$ cat src/hw/aux_readback_pkg.sv
package aux_readback_pkg;
   localparam int ADDR_W = 12;
   localparam int DATA_W = 32;
   localparam int BYTE_W = 8;
   localparam int FIFO_DEPTH = 16;
   localparam int PTR_W = 4;
   localparam int LVL_W = 5;
   localparam int CODE_W = 4;
   localparam int TALLY_W = 8;

   localparam logic [ADDR_W-1:0] OFS_USER_OVERFLOW = 12'h110;
   localparam logic [ADDR_W-1:0] OFS_RAW_LEVELS = 12'h130;
   localparam logic [ADDR_W-1:0] OFS_BYTE_POP = 12'h134;
   localparam logic [ADDR_W-1:0] OFS_RESP_CODE = 12'h138;
   localparam logic [ADDR_W-1:0] OFS_RESP_TALLY = 12'h13C;
   localparam logic [ADDR_W-1:0] OFS_REPLY_STATUS = 12'h14C;

   localparam int BIT_OVERFLOW = 0;
   localparam int BIT_HOT_PLUG = 0;
   localparam int BIT_REQUEST = 1;
   localparam int BIT_REPLY = 2;
   localparam int BIT_TIMEOUT = 3;
   localparam int BIT_RECEIVED = 0;

   localparam logic [DATA_W-1:0] ZERO_WORD = 32'h0000_0000;
   localparam logic [PTR_W-1:0] PTR_ZERO = 4'h0;
   localparam logic [PTR_W-1:0] PTR_ONE = 4'h1;
   localparam logic [LVL_W-1:0] LVL_ZERO = 5'h00;
   localparam logic [LVL_W-1:0] LVL_ONE = 5'h01;
   localparam logic [LVL_W-1:0] LVL_FULL = 5'h10;
   localparam logic [CODE_W-1:0] CODE_RESET = 4'h0;
   localparam logic [TALLY_W-1:0] TALLY_ZERO = 8'h00;
   localparam logic [TALLY_W-1:0] TALLY_ONE = 8'h01;

   typedef enum logic [1:0] {
      SEL_NONE,
      SEL_POP,
      SEL_WORD
   } rd_sel_t;
endpackage

$ cat src/hw/reply_byte_mem.sv
`timescale 1ns/1ps
module reply_byte_mem
   import aux_readback_pkg::*;
(
   input wire logic clk_sys,
   input wire logic ce,
   input wire logic wr_en,
   input wire logic [PTR_W-1:0] wr_addr,
   input wire logic [BYTE_W-1:0] wr_data,
   input wire logic [PTR_W-1:0] rd_addr,
   output logic [BYTE_W-1:0] rd_data_r
);
   logic [BYTE_W-1:0] mem_r [FIFO_DEPTH];

   genvar g;
   generate
      for (g = 0; g < FIFO_DEPTH; g++) begin : g_entry
         always_ff @(posedge clk_sys) begin
            if (ce && wr_en && wr_addr == PTR_W'(g)) begin
               mem_r[g] <= wr_data;
            end
         end
      end
   endgenerate

   always_ff @(posedge clk_sys) begin
      if (ce) begin
         rd_data_r <= mem_r[rd_addr];
      end
   end
endmodule

$ cat src/hw/reply_tally.sv
`timescale 1ns/1ps
module reply_tally
   import aux_readback_pkg::*;
(
   input wire logic clk_sys,
   input wire logic rst,
   input wire logic ce,
   input wire logic clr,
   input wire logic inc,
   output logic [TALLY_W-1:0] count_r
);
   logic [TALLY_W-1:0] count_nxt;

   always_comb begin
      count_nxt = count_r;
      if (clr) begin
         count_nxt = TALLY_ZERO;
      end
      if (inc) begin
         // Wraps at the top; a reply in the clearing cycle still counts
         count_nxt = clr ? TALLY_ONE : count_r + TALLY_ONE;
      end
   end

   always_ff @(posedge clk_sys) begin
      if (rst) begin
         count_r <= TALLY_ZERO;
      end else if (ce) begin
         count_r <= count_nxt;
      end
   end
endmodule

$ cat src/hw/aux_reply_status_readback.sv
`timescale 1ns/1ps
// Contract
// Overflow flag sets on user FIFO overflow, clears when software reads it.
// Raw bit 3 reads 1 after a reply deadline expired without reply.
// Raw bit 2 reads 1 while a reply is being received.
// Raw bit 1 reads 1 while a request is being transmitted.
// Raw bit 0 returns the unfiltered hot-plug pin level.
// Reply bytes stored in a 16-entry FIFO, read one byte in bits 7:0.
// Reply bytes read back in arrival order, byte 0 first.
// Bytes placed in the FIFO equal the count the request asked for.
// Code register holds latest native code in 1:0, I2C code in 3:2.
// No automatic retry after defer or not-acknowledge; software reissues.
// Eight-bit counter increments once per received reply, readable.
// Any write to the reply count register clears the counter.
// Reply counter wraps from 255 to 0.
// Reading empty reply FIFO returns zero, leaves FIFO unchanged.
// Reply-received bit clears at request start, sets on valid complete reply.
module aux_reply_status_readback
   import aux_readback_pkg::*;
(
   input wire logic clk_sys,
   input wire logic rst,
   input wire logic ce,
   input wire logic [ADDR_W-1:0] reg_addr,
   input wire logic reg_rd,
   input wire logic reg_wr,
   input wire logic [DATA_W-1:0] reg_wdata,
   output logic [DATA_W-1:0] reg_rdata_r,
   output logic reg_rvalid_r,
   input wire logic hot_plug_pin_level,
   input wire logic request_start,
   input wire logic [PTR_W-1:0] request_len,
   input wire logic request_active,
   input wire logic reply_active,
   input wire logic reply_deadline_expired,
   input wire logic reply_byte_valid,
   input wire logic [BYTE_W-1:0] reply_byte,
   input wire logic reply_done,
   input wire logic reply_ok,
   input wire logic [CODE_W-1:0] reply_code,
   input wire logic user_fifo_overflow,
   output logic reply_received_r,
   output logic overflow_flag_r
);
   // Reply FIFO state
   logic [PTR_W-1:0] wr_ptr_r, wr_ptr_nxt;
   logic [PTR_W-1:0] rd_ptr_r, rd_ptr_nxt;
   logic [LVL_W-1:0] level_r, level_nxt;
   logic [LVL_W-1:0] budget_r, budget_nxt;
   logic push, pop, fifo_empty;
   logic [BYTE_W-1:0] mem_rd_data;

   // Status state
   logic [CODE_W-1:0] code_r, code_nxt;
   logic timeout_r, timeout_nxt;
   logic received_nxt;
   logic overflow_nxt;
   logic [TALLY_W-1:0] tally;
   logic tally_clr, tally_inc;

   // Read pipeline
   rd_sel_t sel_r, sel_nxt;
   logic [DATA_W-1:0] word_r, word_nxt;
   logic [DATA_W-1:0] rdata_nxt;
   logic rvalid_nxt;
   logic stage_r, stage_nxt;
   logic rd_pop_hit, rd_ovf_hit;

   assign fifo_empty = (level_r == LVL_ZERO);
   assign rd_pop_hit = reg_rd && reg_addr == OFS_BYTE_POP;
   assign rd_ovf_hit = reg_rd && reg_addr == OFS_USER_OVERFLOW;
   // Extra bytes beyond the requested length are dropped
   assign push = reply_byte_valid && !request_start && level_r != LVL_FULL && budget_r != LVL_ZERO;
   assign pop = rd_pop_hit && !fifo_empty && !request_start;
   assign tally_clr = reg_wr && reg_addr == OFS_RESP_TALLY;
   assign tally_inc = reply_done;

   reply_byte_mem u_mem (
      .clk_sys(clk_sys),
      .ce(ce),
      .wr_en(push),
      .wr_addr(wr_ptr_r),
      .wr_data(reply_byte),
      .rd_addr(rd_ptr_r),
      .rd_data_r(mem_rd_data)
   );

   reply_tally u_tally (
      .clk_sys(clk_sys),
      .rst(rst),
      .ce(ce),
      .clr(tally_clr),
      .inc(tally_inc),
      .count_r(tally)
   );

   // FIFO pointers; a new request flushes old reply bytes
   always_comb begin
      wr_ptr_nxt = wr_ptr_r;
      rd_ptr_nxt = rd_ptr_r;
      level_nxt = level_r;
      budget_nxt = budget_r;
      if (request_start) begin
         wr_ptr_nxt = PTR_ZERO;
         rd_ptr_nxt = PTR_ZERO;
         level_nxt = LVL_ZERO;
         budget_nxt = LVL_W'(request_len) + LVL_ONE;
      end else begin
         if (push) begin
            wr_ptr_nxt = wr_ptr_r + PTR_ONE;
            budget_nxt = budget_r - LVL_ONE;
         end
         if (pop) begin
            rd_ptr_nxt = rd_ptr_r + PTR_ONE;
         end
         case ({push, pop})
            2'h2: level_nxt = level_r + LVL_ONE;
            2'h1: level_nxt = level_r - LVL_ONE;
            default: level_nxt = level_r;
         endcase
      end
   end

   always_ff @(posedge clk_sys) begin
      if (rst) begin
         wr_ptr_r <= PTR_ZERO;
         rd_ptr_r <= PTR_ZERO;
         level_r <= LVL_ZERO;
         budget_r <= LVL_ZERO;
      end else if (ce) begin
         wr_ptr_r <= wr_ptr_nxt;
         rd_ptr_r <= rd_ptr_nxt;
         level_r <= level_nxt;
         budget_r <= budget_nxt;
      end
   end

   // Status flags; hardware set wins over any clear in the same cycle
   always_comb begin
      code_nxt = code_r;
      timeout_nxt = timeout_r;
      received_nxt = reply_received_r;
      overflow_nxt = overflow_flag_r;
      if (reply_done) begin
         code_nxt = reply_code;
      end
      // Only reflects the code; reissue stays with software
      if (request_start) begin
         timeout_nxt = 1'b0;
         received_nxt = 1'b0;
      end
      if (reply_deadline_expired) begin
         timeout_nxt = 1'b1;
      end
      if (reply_done && reply_ok) begin
         received_nxt = 1'b1;
      end
      if (rd_ovf_hit) begin
         overflow_nxt = 1'b0;
      end
      if (user_fifo_overflow) begin
         overflow_nxt = 1'b1;
      end
   end

   always_ff @(posedge clk_sys) begin
      if (rst) begin
         code_r <= CODE_RESET;
         timeout_r <= 1'b0;
         reply_received_r <= 1'b0;
         overflow_flag_r <= 1'b0;
      end else if (ce) begin
         code_r <= code_nxt;
         timeout_r <= timeout_nxt;
         reply_received_r <= received_nxt;
         overflow_flag_r <= overflow_nxt;
      end
   end

   // Read stage 1: pick the word, memory fetches the popped byte
   always_comb begin
      word_nxt = ZERO_WORD;
      sel_nxt = SEL_NONE;
      stage_nxt = reg_rd;
      if (reg_rd) begin
         sel_nxt = SEL_WORD;
         case (reg_addr)
            OFS_USER_OVERFLOW: begin
               word_nxt[BIT_OVERFLOW] = overflow_flag_r;
            end
            OFS_RAW_LEVELS: begin
               word_nxt[BIT_HOT_PLUG] = hot_plug_pin_level;
               word_nxt[BIT_REQUEST] = request_active;
               word_nxt[BIT_REPLY] = reply_active;
               word_nxt[BIT_TIMEOUT] = timeout_r;
            end
            OFS_BYTE_POP: begin
               // Empty read answers zero
               sel_nxt = pop ? SEL_POP : SEL_WORD;
            end
            OFS_RESP_CODE: begin
               word_nxt[CODE_W-1:0] = code_r;
            end
            OFS_RESP_TALLY: begin
               word_nxt[TALLY_W-1:0] = tally;
            end
            OFS_REPLY_STATUS: begin
               word_nxt[BIT_RECEIVED] = reply_received_r;
            end
            default: begin
               word_nxt = ZERO_WORD;
            end
         endcase
      end
   end

   always_ff @(posedge clk_sys) begin
      if (rst) begin
         sel_r <= SEL_NONE;
         word_r <= ZERO_WORD;
         stage_r <= 1'b0;
      end else if (ce) begin
         sel_r <= sel_nxt;
         word_r <= word_nxt;
         stage_r <= stage_nxt;
      end
   end

   // Read stage 2: register the answer
   always_comb begin
      rvalid_nxt = stage_r;
      rdata_nxt = reg_rdata_r;
      case (sel_r)
         SEL_POP: rdata_nxt = {{(DATA_W - BYTE_W){1'b0}}, mem_rd_data};
         SEL_WORD: rdata_nxt = word_r;
         SEL_NONE: rdata_nxt = reg_rdata_r;
         default: rdata_nxt = ZERO_WORD;
      endcase
   end

   always_ff @(posedge clk_sys) begin
      if (rst) begin
         reg_rdata_r <= ZERO_WORD;
         reg_rvalid_r <= 1'b0;
      end else if (ce) begin
         reg_rdata_r <= rdata_nxt;
         reg_rvalid_r <= rvalid_nxt;
      end
   end
endmodule

$ cat config.mk
export PLATFORM = sky130hd
export DESIGN_NAME = aux_reply_status_readback
export DESIGN_NICKNAME = d
export VERILOG_FILES = /design/src/hw/aux_readback_pkg.sv /design/src/hw/reply_byte_mem.sv /design/src/hw/reply_tally.sv /design/src/hw/aux_reply_status_readback.sv
export SDC_FILE = /design/constraint.sdc
export NUM_CORES = 1
export LEC_CHECK = 0
export ABC_AREA = 1
export BUFFER_PORTS_ARGS = -buffer_cell sky130_fd_sc_hd__buf_2
export CORE_MARGIN = 8
export CORE_UTILIZATION = 54
export CTS_BUF_LIST = sky130_fd_sc_hd__clkbuf_2
export CTS_CLUSTER_SIZE = 24
export DETAILED_ROUTE_END_ITERATION = 12
export GPL_TIMING_DRIVEN = 0
export HOLD_SLACK_MARGIN = 0.1
export PLACE_DENSITY_LB_ADDON = 0.12
export SLEW_MARGIN = 30
export SYNTH_ARGS = -nofsm -noshare
export SYNTH_HDL_FRONTEND = slang
export SYNTH_SLANG_ARGS = --single-unit
$ cat constraint.sdc
create_clock -name clk_sys -period 2.2 [get_ports clk_sys]
set_clock_uncertainty 0.15 [all_clocks]
set_input_delay 0.11 -clock clk_sys [delete_from_list [all_inputs] [get_ports clk_sys]]
set_output_delay 0.11 -clock clk_sys [all_outputs]
set_load 0.1 [all_outputs]
==> key figures <==
Status
  – Result of the run: complete, but fails checks
  – Violations in the final reports: setup timing

Placement
  – Post-detail-place hpwl: roughly 15000 um
  – Weighted congestion at the end of routability-driven global placement: between 0.9 and 1
  – PortBufs: between 50 and 60
  – Dpl cell area: 9070 um^2

Yosys
  – Sequential fraction of the synthesis area: 60.8%
  – Top-count cell post-synth: edfxtp_1
  – Main combinational cell family by area after synthesis: simple AND/OR/NAND/NOR gates
  – Post-synth EDFFs: ~140
  – Library cell with the largest summed area after synthesis: edfxtp_1
  – Syn Inst Count: 791
  – Area fraction of the dominant cell type after synthesis: between 40% and 50%
  – Synth Area in Adders: approximately 2.1%
  – Netlist cell types: 48
  – Cell area after synthesis: approximately 8500 um^2
  – Count of yosys warnings during synthesis: 0
  – Post-synthesis async set-or-reset flop share: 0%
  – Multiplexer fraction of the synthesized cell area: under 10%
  – Post-synthesis register bit count: roughly 190
  – Synth Flop Type: edfxtp_1
  – Post-synthesis share of cell area spent on xor and xnor gates: 0.827%
  – Commonest cells post-synth: 136 x edfxtp_1, 113 x nand2_1, 96 x nor2_1
  – Simple-gate area share of the yosys netlist: about 15%
  – Main area contributors after synthesis: edfxtp_1 48%, dfxtp_1 13%, nand2_1 5.0%, nor2_1 4.3%, o21ai_0 3.3%
  – Synthesized area divided by synthesized cell count: 10.7 um^2
  – Synth Area in Compound Gates: around an eighth

STA
  – Slew HR: 53.1%
  – RSZ-0062 raised after global routing: true
  – Fmax: 449 MHz
  – Post-route worst setup slack: -28.5 ps
  – Transition time at the pin with the least slew margin: 704 ps
  – Count of final max-slew check failures: 0
  – Period minus WS final: roughly 2200 ps
  – Final setup violating endpoints: 17
  – Period utilization: 101%
  – Count of final hold-check violations: 0

Power
  – Areal power density over the cells: between 500 and 600 nW/um^2
  – Final total power: 6.41 mW
  – Pleak: a little under 4 nW
  – Peak ir drop on the vdd network: 0.000529 V

Setup path
  – Library cell appearing most often on the critical path: nor2_4
  – Critical path peak fanout: 8
  – Largest stage delay, worst path: about 400 ps
  – Cell family with the largest share of critical-path delay: simple AND/OR/NAND/NOR gates
  – Arrival time worst endpoint: between 2000 and 3000 ps
  – Cells along the critical path: inv_4 > ha_4 > inv_2 > nor2_4 > nand2_4 > nand3_4 > buf_12 > nor2_4 > nand2_2 > nor2_4 > buf_12
  – Critical path startpoint category: flip-flop
  – R2r startpoint: budget_r[0]
  – Critical path start-end classification: flip-flop to flip-flop
  – Slowest-stage cell, CP: dfxtp_2
  – Critical Path RT: ~2600 ps
  – Buffer and inverter count on the worst path: 4
  – Kind of end point of the critical path: flip-flop
  – Crit. Startpoint: budget_r[0]

Global route
  – First-pass GRT wire length: around 36000 um
  – Largest net degree at the start of global routing: 20
  – Grt total ovfl: 0
  – Overall fraction of global-route tracks in use: around a quarter
  – Vias in the first global route: ~6.7k
  – Antenna violations before repair: 0

Min path
  – Worst Hold Class: primary input to flip-flop
  – Hold path startpoint: request_start

Final layout
  – Layout cells sized above 1: a little over a fifth
  – Total Nets Final: ~1.1k
  – Finished layout cell area: around 11000 um^2
  – Area growth syn-to-layout: 26.4%
  – Number of diodes: 0

Clocking
  – Maximum level of the CTS H-tree: 4
  – Root buf cell: clkbuf_2
  – Number of CTS-inserted buffers: 17
  – TritonCTS clock tree: built
  – Number of clock sinks: around 190
  – Buffers from clock root to sink, at most: 2
  – Source-to-sink clock delay at the later pin of the worst-skew pair: about 770 ps
  – Clock-pin slew of the registers on the worst-case setup and hold paths: 290 ps

Floorplan
  – Number of placement rows: 45
  – Vertical die dimension: between 100 and 150 um
  – Die outline width: approximately 140 um
  – Die outline area: roughly 20000 um^2
  – Starting utilization of the core area: a little under three fifths
  – Core region area: 15300 um^2
  – Number of ports placed on the die boundary: ~110

Detailed routing
  – Number of iterations in the first detailed-routing pass: 5
  – Via density: about 5.7
  – Wire length after detailed routing: between 20000 and 25000 um
  – Detailed-route via count: roughly 6.9k
  – Antenna-violating nets left: 0
  – First DRT Iteration DRCs: about 670
  – Residual DRC: 0
  – Routed wire per std cell: ~20 um

Job
  – Max-capacitance violation count: 0
## flip-flops by register name, summed over array words and instances, names as in the netlist
| register | flops |
|---|---|
| u_mem.rd_data_r | 8 |
| budget_r | 5 |
| level_r | 5 |
| rvalid_nxt | 1 |
| reply_received_r | 1 |
| code_r | 4 |
| sel_r | 2 |
| overflow_flag_r | 1 |
| word_r | 8 |
| reg_rvalid_r | 1 |
| rd_ptr_r | 4 |
| wr_ptr_r | 4 |
| u_tally.count_r | 8 |
| reg_rdata_r | 8 |
| u_mem.mem_r | 128 |
| timeout_r | 1 |
## timing repair
action                                  4_1_cts  5_1_grt
setup buffers                                 9       10
hold buffers                                 89        3
pin swaps                                     7       18
endpoints found under the setup margin      138      152
gates resized for setup                      49       35
cloned                                        0        0
endpoints found under the hold margin       264        8
## power breakdown
group / leakage [nW] / internal, mW / switching (mW)
combinational: 2.13 / 0.256 / 0.489
sequential: 1.66 / 3.85 / 0.0236
clock: 0.157 / 0.476 / 1.31
## final timing paths
| path | end | slack [ps] | cells past startpoint |
|---|---|---|---|
| worst min register to register | reg_rdata_r[1] | 340 | 2 |
| worst max-delay path | u_mem.mem_r[3][1] | -30 | 11 |
| worst max register to register | u_mem.mem_r[3][1] | -30 | 11 |
| worst min-delay path | level_r[1] | 160 | 6 |
## metrics by stage
| stage | hold WS [ps] | std cells | setup slack [ps] | util, % | TNS (ps) |
|---|---|---|---|---|---|
| after floorplan | 58.9 | 814 | 23.0 | - | 0 |
| after global placement | 213 | 1076 | -577 | 59.5 | -63210 |
| after detailed placement | 216 | 1076 | -613 | 59.5 | -68570 |
| after CTS | 108 | 1206 | 6.99 | 69.0 | 0 |
| after global routing | 155 | 1215 | -114 | 70.2 | -4440 |
| final | 161 | 1215 | -28.5 | 70.2 | -201 |
## cell families (layout without fill, tap and decap cells)
| family | count (synthesis) | in the layout |
|---|---|---|
| AO/OA/AOI/OAI | 169 | 169 |
| XOR/XNOR | 8 | 8 |
| adder cells (fa/ha/maj) | 14 | 14 |
| buffers and inverters | 114 | 304 |
| flip-flops | 189 | 189 |
| multiplexers | 22 | 22 |
| other | 1 | 24 |
| AND/OR/NAND/NOR | 274 | 274 |
## worst register-to-register path, delay by kind of cell, from the launching register on
kind,cells,cell delay [ps]
buffers and inverters,4,410
flip-flops,1,400
AND/OR/NAND/NOR,6,900
adder cells (fa/ha/maj),1,150
## cell type report
class                           instances  area, um^2
Timing Repair Buffer                  158        1380
Inverter                               57         221
Multi-Input combinational cell        511        3090
Clock buffer                           17        85.1
Clock inverter                         15         175
Sequential cell                       189        5150
Buffer                                 57         335
Fill cell                            1084        4550
Tap cell                              211         264
## metal layers
metal	routed length (um)	up-vias	GRT usage, %	part of all wire, %
li1	-	3162	-	-
met1	9170	3353	27.6	38
met2	12200	367	41.6	51
met3	1780	57	4.93	7.4
met4	777	0	10.7	3.2
met5	0	-	0	0
## cells in the final DEF (no fill, tap or decap), drive strengths merged
cell	netlist	final
nand3b	2	2
a31oi	1	1
nor2	111	111
or2	1	1
dlymetal6s4s	0	2
mux2i	22	22
xor2	3	3
xnor2	5	5
a21oi	50	50
a211oi	2	2
o21ai	56	56
clkinv	4	12
clkbuf	20	38
dfxtp	53	53
bufinv	0	1
dlygate4sd3	0	86
o221ai	22	22
a311oi	1	1
nand3	31	31
o32ai	10	10
edfxtp	136	136
a21boi	1	1
nor3	5	5
nand2	116	116
a32o	1	1
inv	53	59
conb	1	24
ha	14	14
and3	1	1
buf	37	106
a2111oi	1	1
nand4	6	6
a22o	8	8
o211ai	10	10
o22ai	5	5
o211a	1	1
nor4	1	1
Power figures use the tool's default switching activity.
